**src/shared/cfg_pkg.sv**
```systemverilog
// Constants for the host-bridge configuration bank of the variant
// without the add-in graphics port.
// Assumes byte offsets inside one function's 256-byte config space.
`default_nettype none

package cfg_pkg;

	// ----------------------------------------------------------------
	// Register byte offsets
	// ----------------------------------------------------------------
	localparam logic [7:0] OFF_APERTURE_BASE       = 8'h10;
	localparam logic [7:0] OFF_AGP_MISC_CONFIG     = 8'h51;
	localparam logic [7:0] OFF_GRAPHICS_CONTROL    = 8'h52;
	localparam logic [7:0] OFF_AGP_CAP_HEADER      = 8'ha0;
	localparam logic [7:0] OFF_AGP_STATUS          = 8'ha4;
	localparam logic [7:0] OFF_AGP_COMMAND         = 8'ha8;
	localparam logic [7:0] OFF_AGP_CONTROL         = 8'hb0;
	localparam logic [7:0] OFF_APERTURE_SIZE       = 8'hb4;
	localparam logic [7:0] OFF_APERTURE_TABLE_BASE = 8'hb8;
	localparam logic [7:0] OFF_AGP_MTT_CONTROL     = 8'hbc;
	localparam logic [7:0] OFF_AGP_LOW_PRIO_TIMER  = 8'hbd;
	localparam logic [7:0] OFF_HUB_CONFIG          = 8'hc6;
	localparam logic [7:0] OFF_ERROR_STATUS        = 8'hc8;
	localparam logic [7:0] OFF_ERROR_COMMAND       = 8'hca;
	localparam logic [7:0] OFF_CAPABILITY          = 8'he4;
	localparam logic [7:0] CAP_BYTES               = 8'h05;

	// ----------------------------------------------------------------
	// Field positions and reset values
	// ----------------------------------------------------------------
	localparam int          GFX_OFF_BIT       = 3;
	localparam int          HUB_MODE_BIT      = 3;
	localparam int          CAP_NEXT_LSB      = 8;
	localparam logic [7:0]  GFX_CTL_RESET     = 8'h00;
	localparam logic        GFX_OFF_VALUE     = 1'b0;
	localparam logic [15:0] HUB_RESET         = 16'h0000;
	localparam logic [15:0] ERR_STATUS_RESET  = 16'h0000;
	localparam logic [15:0] ERR_COMMAND_RESET = 16'h0000;
	localparam logic [15:0] ERR_RSVD_MASK     = 16'h001f;
	localparam logic [39:0] CAP_RESET         = 40'h000001060009;
	localparam logic [7:0]  CAP_END_OF_LIST   = 8'h00;

	// ----------------------------------------------------------------
	// Config cycle targets and display ports
	// ----------------------------------------------------------------
	localparam logic [4:0] DEV_HOST_BRIDGE = 5'h00;
	localparam logic [4:0] DEV_GFX_BRIDGE  = 5'h01;
	localparam logic [2:0] FUNC_ZERO       = 3'h0;
	localparam int         DISP_PORTS      = 4;

	// Config answer sequencer
	typedef enum logic [1:0] {
		ST_IDLE   = 2'b01,
		ST_ANSWER = 2'b10
	} cfg_state_e;

endpackage

`default_nettype wire

```
**src/shared/disp_req_if.sv**
```systemverilog
// Display request and grant bundle between bank top and arbiter.
// Assumes one bit per display port, same clock on both sides.
`default_nettype none

interface disp_req_if #(
	parameter int N = cfg_pkg::DISP_PORTS
);
	logic [N-1:0] req;
	logic [N-1:0] tv;
	logic [N-1:0] digital;
	logic         mirror;
	logic [N-1:0] grant;
	logic         refuse;

	modport arb  (input req, tv, digital, mirror, output grant, refuse);
	modport user (output req, tv, digital, mirror, input grant, refuse);
endinterface

`default_nettype wire

```
**src/strap_capture.sv**
```systemverilog
// Mode strap follower: tracks the pin while reset is held, freezes
// it when reset is released.
// Assumes a synchronous active-low reset and a strap stable at release.
`default_nettype none

module strap_capture (
	// Clock and reset
	input  wire logic i_mclk,
	input  wire logic i_rst_n,
	// Strap pin and captured level
	input  wire logic i_strap,
	output logic      o_mode
);
	import cfg_pkg::*;

	logic held;
	logic next_held;

	// Follow during reset, hold afterwards
	always_comb begin
		next_held = i_rst_n ? held : i_strap;
	end

	// Register the strap copy
	always_ff @(posedge i_mclk) begin
		held <= next_held;
	end

	assign o_mode = held;
endmodule

`default_nettype wire

```
**src/display_arbiter.sv**
```systemverilog
// Single-pipe display port arbiter.
// Assumes requests are levels; results are combinational, the caller
// registers them.
`default_nettype none

module display_arbiter #(
	parameter int N = cfg_pkg::DISP_PORTS
) (
	// Request and grant bundle
	disp_req_if.arb port
);
	import cfg_pkg::*;

	logic [N-1:0] lowest;
	logic [7:0]   req_cnt;
	logic [7:0]   dig_cnt;
	logic         any_tv;
	logic         allow_pair;

	// Count requests and spot the lowest requester
	always_comb begin
		req_cnt = 8'h00;
		dig_cnt = 8'h00;
		for (int i = 0; i < N; i++) begin
			req_cnt = req_cnt + {7'h00, port.req[i]};
			dig_cnt = dig_cnt + {7'h00, port.req[i] & port.digital[i]};
		end
		lowest = port.req & (~port.req + {{(N-1){1'b0}}, 1'b1});
		any_tv = |(port.req & port.tv);
		allow_pair = port.mirror && (req_cnt == 8'h02)
			&& !any_tv
			&& (dig_cnt < 8'h02);
	end

	// One pipe, one timing set: a pair only as a mirror
	always_comb begin
		port.grant  = allow_pair ? port.req : lowest;
		port.refuse = (req_cnt > 8'h01) && !allow_pair;
	end
endmodule

`default_nettype wire

```
**src/cfg_space_variant_deltas.sv**
```systemverilog
// Host-bridge config register bank for the variant without the
// add-in graphics port, plus strap mode and display pipe limits.
// Assumes one config request at a time from the host side, a single
// 100 MHz clock and a synchronous active-low reset.
`default_nettype none

// Behaviour
// - Former aperture and port register offsets are reserved, nothing implemented.
// - Graphics control bit 3 is read-only, 0 means graphics enabled, resets 0.
// - Hub config bit 3 is read-only and mirrors the port mode strap.
// - Strap low reads 0, digital video port mode; high reads 1, graphics only.
// - Mode 0 disables device 1 and forwards its config cycles to hub.
// - Mode 0 fixes capability next-pointer bits 15:8 at 00h.
// - Capability register at E4h is 40-bit read-only, reset 000001060009h.
// - Next-pointer reads 00h, not A0h; capability list ends here.
// - Device 1 implements no registers; its locations are reserved.
// - One pipe may mirror identical content onto two non-TV displays.
// - No mirrored mode while a television output is in use.
// - No mirrored output to two digital displays at once.
// - No concurrent displays with differing data or timings.
// - Strap follows pin during reset and is captured at reset release.
module cfg_space_variant_deltas #(
	parameter int N = cfg_pkg::DISP_PORTS
) (
	// Clock and reset
	input  wire logic        i_mclk,
	input  wire logic        i_rst_n,
	// Mode strap pin
	input  wire logic        i_port_strap,
	// Config cycle request
	input  wire logic        i_cfg_req,
	input  wire logic        i_cfg_wr,
	input  wire logic [4:0]  i_cfg_dev,
	input  wire logic [2:0]  i_cfg_func,
	input  wire logic [7:0]  i_cfg_addr,
	input  wire logic [3:0]  i_cfg_be,
	input  wire logic [31:0] i_cfg_wdata,
	// Config cycle answer
	output logic             o_cfg_done,
	output logic             o_cfg_fwd,
	output logic [31:0]      o_cfg_rdata,
	// Mode status
	output logic             o_port_mode_bit,
	output logic             o_digital_video_port_on,
	// Display port requests
	input  wire logic [N-1:0] i_disp_req,
	input  wire logic [N-1:0] i_disp_tv,
	input  wire logic [N-1:0] i_disp_digital,
	input  wire logic         i_disp_mirror,
	// Display port grants
	output logic [N-1:0]      o_disp_grant,
	output logic              o_disp_refuse
);
	import cfg_pkg::*;

	// ----------------------------------------------------------------
	// Declarations
	// ----------------------------------------------------------------
	cfg_state_e  state;
	cfg_state_e  next_state;
	logic [7:0]  graphics_control_reg;
	logic [7:0]  next_graphics_control_reg;
	logic [15:0] hub_config_reg;
	logic [15:0] next_hub_config_reg;
	logic [15:0] error_command;
	logic [15:0] next_error_command;
	logic        done;
	logic        next_done;
	logic        fwd;
	logic        next_fwd;
	logic [31:0] rdata;
	logic [31:0] next_rdata;
	logic        video_on;
	logic        next_video_on;
	logic [N-1:0] grant;
	logic [N-1:0] next_grant;
	logic        refuse;
	logic        next_refuse;

	logic        port_mode_bit;
	logic        internal_graphics_off;
	logic [7:0]  gfx_ctl_view;
	logic [15:0] hub_view;
	logic [15:0] err_status_view;
	logic [15:0] err_cmd_view;
	logic [39:0] cap_view;
	logic        hit_host;
	logic        hit_gfx;
	logic        gfx_forward;

	disp_req_if #(.N(N)) disp ();

	// ----------------------------------------------------------------
	// Strap capture and arbiter
	// ----------------------------------------------------------------
	strap_capture u_strap (
		.i_mclk  (i_mclk),
		.i_rst_n (i_rst_n),
		.i_strap (i_port_strap),
		.o_mode  (port_mode_bit)
	);

	display_arbiter #(.N(N)) u_arb (
		.port (disp.arb)
	);

	// Display request bundle
	assign disp.req     = i_disp_req;
	assign disp.tv      = i_disp_tv;
	assign disp.digital = i_disp_digital;
	assign disp.mirror  = i_disp_mirror;

	// ----------------------------------------------------------------
	// Read views of the implemented registers
	// ----------------------------------------------------------------
	// Graphics always on in this variant
	assign internal_graphics_off = GFX_OFF_VALUE;

	always_comb begin
		gfx_ctl_view = graphics_control_reg;
		gfx_ctl_view[GFX_OFF_BIT] = internal_graphics_off;
		hub_view = hub_config_reg;
		hub_view[HUB_MODE_BIT] = port_mode_bit;
		// No error source exists here, status stays clear
		err_status_view = ERR_STATUS_RESET;
		err_cmd_view = error_command & ~ERR_RSVD_MASK;
		cap_view = CAP_RESET;
		// No further capability in either mode
		cap_view[CAP_NEXT_LSB +: 8] = CAP_END_OF_LIST;
	end

	// ----------------------------------------------------------------
	// Byte read decode
	// ----------------------------------------------------------------
	// Unlisted and former port offsets read as zero
	function automatic logic [7:0] read_byte(input logic [7:0] a);
		logic [7:0] k;
		k = a - OFF_CAPABILITY;
		read_byte = 8'h00;
		if (a == OFF_GRAPHICS_CONTROL) begin
			read_byte = gfx_ctl_view;
		end else if (a == OFF_HUB_CONFIG) begin
			read_byte = hub_view[7:0];
		end else if (a == OFF_HUB_CONFIG + 8'h01) begin
			read_byte = hub_view[15:8];
		end else if (a == OFF_ERROR_STATUS) begin
			read_byte = err_status_view[7:0];
		end else if (a == OFF_ERROR_STATUS + 8'h01) begin
			read_byte = err_status_view[15:8];
		end else if (a == OFF_ERROR_COMMAND) begin
			read_byte = err_cmd_view[7:0];
		end else if (a == OFF_ERROR_COMMAND + 8'h01) begin
			read_byte = err_cmd_view[15:8];
		end else if (a >= OFF_CAPABILITY && k < CAP_BYTES) begin
			read_byte = cap_view[{k[2:0], 3'b000} +: 8];
		end
	endfunction

	// ----------------------------------------------------------------
	// Target decode
	// ----------------------------------------------------------------
	assign hit_host = (i_cfg_dev == DEV_HOST_BRIDGE) && (i_cfg_func == FUNC_ZERO);
	assign hit_gfx  = (i_cfg_dev == DEV_GFX_BRIDGE);
	// Device 1 traffic goes to the hub while in video port mode
	assign gfx_forward = hit_gfx && !port_mode_bit;

	// ----------------------------------------------------------------
	// Config cycle sequencer
	// ----------------------------------------------------------------
	// Take a request in idle, answer on the following cycle
	always_comb begin
		next_state = state;
		next_done  = 1'b0;
		next_fwd   = 1'b0;
		next_rdata = 32'h00000000;
		unique case (state)
			ST_IDLE: begin
				if (i_cfg_req) begin
					next_state = ST_ANSWER;
					next_done  = 1'b1;
					next_fwd   = gfx_forward;
					if (!i_cfg_wr && hit_host) begin
						for (int l = 0; l < 4; l++) begin
							next_rdata[8*l +: 8] = read_byte({i_cfg_addr[7:2], 2'(l)});
						end
					end
					// Device 1 has no local registers: reads stay zero
				end
			end
			ST_ANSWER: begin
				next_state = ST_IDLE;
			end
			default: begin
				next_state = ST_IDLE;
			end
		endcase
	end

	// Register sequencer state and answer
	always_ff @(posedge i_mclk) begin
		if (!i_rst_n) begin
			state <= ST_IDLE;
			done  <= 1'b0;
			fwd   <= 1'b0;
			rdata <= 32'h00000000;
		end else begin
			state <= next_state;
			done  <= next_done;
			fwd   <= next_fwd;
			rdata <= next_rdata;
		end
	end

	// ----------------------------------------------------------------
	// Register writes
	// ----------------------------------------------------------------
	// Byte-lane writes to writable fields; read-only bits masked in view
	always_comb begin
		logic [7:0] a;
		logic [7:0] d;
		a = 8'h00;
		d = 8'h00;
		next_graphics_control_reg = graphics_control_reg;
		next_hub_config_reg       = hub_config_reg;
		next_error_command        = error_command;
		if (state == ST_IDLE && i_cfg_req && i_cfg_wr && hit_host) begin
			for (int l = 0; l < 4; l++) begin
				a = {i_cfg_addr[7:2], 2'(l)};
				d = i_cfg_wdata[8*l +: 8];
				if (i_cfg_be[l]) begin
					if (a == OFF_GRAPHICS_CONTROL) begin
						next_graphics_control_reg = d;
					end else if (a == OFF_HUB_CONFIG) begin
						next_hub_config_reg[7:0] = d;
					end else if (a == OFF_HUB_CONFIG + 8'h01) begin
						next_hub_config_reg[15:8] = d;
					end else if (a == OFF_ERROR_COMMAND) begin
						next_error_command[7:0] = d;
					end else if (a == OFF_ERROR_COMMAND + 8'h01) begin
						next_error_command[15:8] = d;
					end
					// Other lanes, reserved or read-only, are dropped
				end
			end
		end
		// Device 1 writes touch nothing here
	end

	// Register writable fields
	always_ff @(posedge i_mclk) begin
		if (!i_rst_n) begin
			graphics_control_reg <= GFX_CTL_RESET;
			hub_config_reg       <= HUB_RESET;
			error_command        <= ERR_COMMAND_RESET;
		end else begin
			graphics_control_reg <= next_graphics_control_reg;
			hub_config_reg       <= next_hub_config_reg;
			error_command        <= next_error_command;
		end
	end

	// ----------------------------------------------------------------
	// Mode and display outputs
	// ----------------------------------------------------------------
	// Video port runs while the strap chose mode 0
	always_comb begin
		next_video_on = !port_mode_bit;
		next_grant    = disp.grant;
		next_refuse   = disp.refuse;
	end

	// Register mode and grant outputs
	always_ff @(posedge i_mclk) begin
		if (!i_rst_n) begin
			video_on <= 1'b0;
			grant    <= '0;
			refuse   <= 1'b0;
		end else begin
			video_on <= next_video_on;
			grant    <= next_grant;
			refuse   <= next_refuse;
		end
	end

	// ----------------------------------------------------------------
	// Output ports
	// ----------------------------------------------------------------
	assign o_cfg_done              = done;
	assign o_cfg_fwd               = fwd;
	assign o_cfg_rdata             = rdata;
	assign o_port_mode_bit         = port_mode_bit;
	assign o_digital_video_port_on = video_on;
	assign o_disp_grant            = grant;
	assign o_disp_refuse           = refuse;
endmodule

`default_nettype wire

```
**config.mk**
```make
export PLATFORM = sky130hd
export DESIGN_NAME = cfg_space_variant_deltas
export DESIGN_NICKNAME = d
export VERILOG_FILES = /design/src/shared/cfg_pkg.sv /design/src/shared/disp_req_if.sv /design/src/strap_capture.sv /design/src/display_arbiter.sv /design/src/cfg_space_variant_deltas.sv
export SDC_FILE = /design/constraint.sdc
export NUM_CORES = 1
export LEC_CHECK = 0
export BUFFER_PORTS_ARGS = -buffer_cell sky130_fd_sc_hd__buf_2
export CAP_MARGIN = 20
export CORE_MARGIN = 4
export CORE_UTILIZATION = 40
export DETAILED_ROUTE_END_ITERATION = 7
export MAX_ROUTING_LAYER = met4
export PLACE_DENSITY = 0.69
export SETUP_SLACK_MARGIN = 0.3
export SLEW_MARGIN = 20
export SYNTH_ARGS = -nofsm -noshare
export SYNTH_HDL_FRONTEND = slang
export SYNTH_HIERARCHICAL = 1
export SYNTH_SLANG_ARGS = --single-unit
```
**constraint.sdc**
```tcl
create_clock -name i_mclk -period 2.4 [get_ports i_mclk]
set_input_delay 0.24 -clock i_mclk [delete_from_list [all_inputs] [get_ports i_mclk]]
set_output_delay 0.24 -clock i_mclk [all_outputs]
set_load 0.05 [all_outputs]
```
# Word level (Yosys, flattened, before mapping)
# Index checks and enable logic that the tools add are counted.
# op_classes
addsub	11
n_lt_le_gt_ge	10
eq_ne	6
shift	4
muxes	21
bitwise	13
reduce_logical	28
# op_table
op	n
variable part select 40 x 7 -> 8 bit, first input constant	4
2-to-1 mux 8 bit	16
2-to-1 mux 16 bit	3
adder 8 x 1 -> 8 bit	4
>= comparator 8 bit, second input constant	4
< comparator 8 x 3 -> 1 bit, second input constant	4
subtractor 8 bit, second input constant	4
logical AND 1 bit	14
equality test 6 bit, second input constant	2
OR reduction 6 bit	2
bitwise AND 4 bit	2
equality test 8 x 2 -> 1 bit, second input constant	1
greater-than comparator 8 x 1 -> 1 bit, second input constant	1
< comparator 8 x 2 -> 1 bit, second input constant	1
equality test 6 x 5 -> 1 bit, second input constant	1
NOT 1 bit	6
AND reduction 3 bit	2
equality test 5 x 1 -> 1 bit, second input constant	1
zero test 5 bit	1
OR reduction 5 bit	1
adder 1 x 1 -> 2 bit	2
adder 4 x 1 -> 4 bit, second input constant	1
bitwise AND 1 bit	4
zero test 1 bit	4
other kinds (8)	8
# word_totals
register_bits	83
input_bits	70
output_inout_bits	41
elab_cells	107

# Longest topological paths before layout
# logic_depth
word_depth	9
mapped_depth	9
ltp_nobuf	9

# Cells and area by module
# The synthesis kept the hierarchy.
# modules_own_cells
module	n_inst	cells_each	area_each_um2
cfg_space_variant_deltas	1	247	2367.3
display_arbiter	1	29	241.5
strap_capture	1	2	33.8

# Worst setup path after synthesis
# OpenSTA, ideal clock, no wires.
# synth_timing
kind	input to register
startpoint	input i_disp_req[0]
endpoint	register refuse, in the netlist o_disp_refuse
setup_time_ns	0.115
t_arrival_ns	1.959
t_required_ns	2.285
path_slack_ns	0.326
stages	9
path_buffers	0
path_cell_list	inv_1 -> fa_1 -> inv_1 -> ha_1 -> ha_1 -> and4bb_2 -> nand3_2 -> o22a_1 -> and2_1
# synth_via
elab_chain_cells	9
# synth_rtl
item	line_no	text
start: declaration	cfg_space_variant_deltas.sv:46	input wire logic [N-1:0] i_disp_req,
parallel branches: the longest is 8 deep, another holds adder 8 x 1 -> 8 bit	n/a	
logical AND 1 bit (*)	display_arbiter.sv:38	port.refuse = (req_cnt > 8'h01) && !allow_pair;
net disp.refuse	disp_req_if.sv:13	logic refuse;
end signal: assignment	cfg_space_variant_deltas.sv:281	refuse <= next_refuse;
end: declaration	cfg_space_variant_deltas.sv:77	logic refuse;
# Mark *: on every way through the listed nets, which the timed path passes.
# A chain may end at the register's enable or synchronous reset.

# Worst setup path in the final report
# Same ends and word-level chain as after synthesis.

==> out/metrics.yaml <==
ys_warn_count: 6
end_kind: "register"
clkTransAtPathRegs_ps: 60
setup_viol: 0
powerDensity_nw_per_um2: 657
timing.rr.end: "graphics_control_reg[6]"
place_congestion: 0.759
r2r_slack_ps: 750
io_pins: 111
crit_type: "primary input to register"
multi_input_area_sq_um: 1270
drive_gt1_share_pct: 30.1
worst_pin_slew_ps: 520
dp_slack_ps: 39.9
clk_path_buf_depth: 2
syn_inst: 278
root_buffer: "clkbuf_8"
grt_max_degree: 55
seq_area_sq_um: 1230
cts_sinks: 61
r2r_start: "state[1]"
clock.fmax_mhz: 503
cap_violations: 0
clock_skew_ps: 5.17
finalHoldViolCount: 0
rows: 29
syn_avg_cell_area_sq_um: 9.51
antenna_cells: 0
drc: 0
cts_tree: "done"
die_h_microns: 89.3
antenna_found_initial: 0
finalWorstSetupSlack_ps: 412
max_stage_delay_ps: 540
p_leak_nw: 1.64
yosysSeqAreaShare_pct: 46.6
synth_cell_types: 40
rsz0062_at_grt: "no"
io_buffers: 75
final_nets: 437
critPathMaxFanout: 5
post_cts_buffers: 0
start_util_pct: 41.4
worstSetupStartpointType: "primary input"
die_w_microns: 89.3
largest_reg_flops: 17
vias_per_cell: 4.81
drt-initial-drc-count: 94
synth_area_sq_um: 2640
hp-start: "i_port_strap"
grt_overflow_total: 0
holdPathEnd: "u_strap/o_mode"
ys_seq_elements: 61
drtAntennaViolNets: 0
status: "finished, final reports clean"
grt_use_total_pct: 14.7
synth_ff_type: "dfxtp_1"
dr.pass1.iters: 7
grt_pass1_vias: 1940
async_reset_ff_share_pct: 0
area_delta_synth_final_pct: 23.2
final_util_pct: 51.0
period_needed_ps: 1990
placed_cells: 423
critical_path.cell_chain: "buf_2 -> inv_1 -> fa_1 -> inv_1 -> ha_1 -> ha_1 -> and4bb_2 -> nand3_4 -> o22a_1 -> and2_1"
worst_path_max_delay_cell: "fa_1"
slew_headroom_pct: 65.3
grt_pass1_wl_microns: 8760
h-tree-depth: 3
cp.arrival_ps: 2210
critical_path_required_ps: 2620
slew_violations: 0
numCtsBuffers: 9
nFillCells: 606
post_drt_wl_per_cell_microns: 12.6
whs_path_depth: 1
fin_hold_ws_ps: 91.9
synth-edff-count: 1
tns_ps: 0
finalNonFillerCells: 439
reg2reg_depth: 4
routed_wl_microns: 5540
vias: 2111
dp_hpwl_microns: 4040
hp-class: "primary input to register"
core_region_area_sq_um: 6390
fin_crit_sh_pct: 82.9
die_area_sq_um: 7970
clk_latency_ps: 330
ir_worst_vdd_uv: 320
worst max-delay path by stage:
stage,startpoint,to,slack [ps],cells past startpoint
2_1_floorplan,i_disp_req[0],o_disp_refuse,330,9
3_3_place_gp,i_disp_req[0],o_disp_refuse,110,10
3_5_place_dp,i_disp_req[0],o_disp_refuse,40,10
4_1_cts,i_disp_req[0],o_disp_refuse,400,10
5_1_grt,i_disp_req[0],o_disp_refuse,290,10
6_report,i_disp_req[0],o_disp_refuse,410,10
cells in the final DEF, fill, tap and decap left out, types with 4 or more instances in the layout:
cell type,count
nand2_1,59
buf_4,6
conb_1,14
and2_1,7
inv_1,12
a22oi_1,13
clkbuf_8,10
buf_2,75
ha_1,8
clkinv_2,4
a21oi_1,7
nor2_1,20
dfxtp_1,60
mux2i_1,33
layer usage:
layer  global-route usage (%)  part of all wire (%)
met5                        -                     0
met4                     5.68                  0.94
met3                     4.52                   7.7
met2                     23.0                    47
met1                     17.8                    44
critical path, delay by kind of cell:
kind / cells / cell delay [ps]
simple gates: 3 / 530
compound gates: 1 / 200
buf+inv: 3 / 250
fa+ha+maj: 3 / 1000
per-stage QoR:
step,instance area [sq um],power (W)
3_3_place_gp,3060,0.00128
5_1_grt,3260,0.00223
2_1_floorplan,2690,0.00123
6_report,3260,0.00214
3_5_place_dp,3060,0.00128
4_1_cts,3250,0.00216
cell families (layout without fill, tap and decap cells):
group,after synthesis,in the layout,synth area share (%)
muxes,33,33,12.5
DFF,61,61,46.6
and+or+nand+nor,106,106,19.4
other,1,14,0.142
AOI/OAI and AO/OA,29,29,8.10
buffers and inverters,38,109,8.00
adders and majority gates,10,10,5.30
layout make-up:
class	instances	area share, %
clock buffers	11	4.34
clock inverters	5	1.54
inverters	12	1.38
multi-input cells	192	39.0
flip-flops and latches	61	37.8
well taps	77	2.96
repair buffers	81	12.9
repair_timing:
item / CTS / global route
gates resized for setup: 0 / 1
hold buffers: 0 / 0
setup endpoints to repair: 0 / 1
report_power, final:
part	internal, W	total [W]	switching, W
clock network	0.000501	0.000878	0.000377
logic	0.0000709	0.000231	0.000160
registers	0.00103	0.00103	0.00000343
synthesized netlist by cell type (3+ instances only):
cell type | count | area share, %
a21oi_1 | 7 | 1.3
a222oi_1 | 3 | 1.1
a22oi_1 | 13 | 3.7
and2_1 | 7 | 1.7
buf_4 | 16 | 4.5
clkbuf_1 | 8 | 1.1
dfxtp_1 | 60 | 45
ha_1 | 8 | 3.8
inv_1 | 12 | 1.7
mux2i_1 | 33 | 13
nand2_1 | 59 | 8.4
nor2_1 | 20 | 2.8
Power figures use the tool's default switching activity.
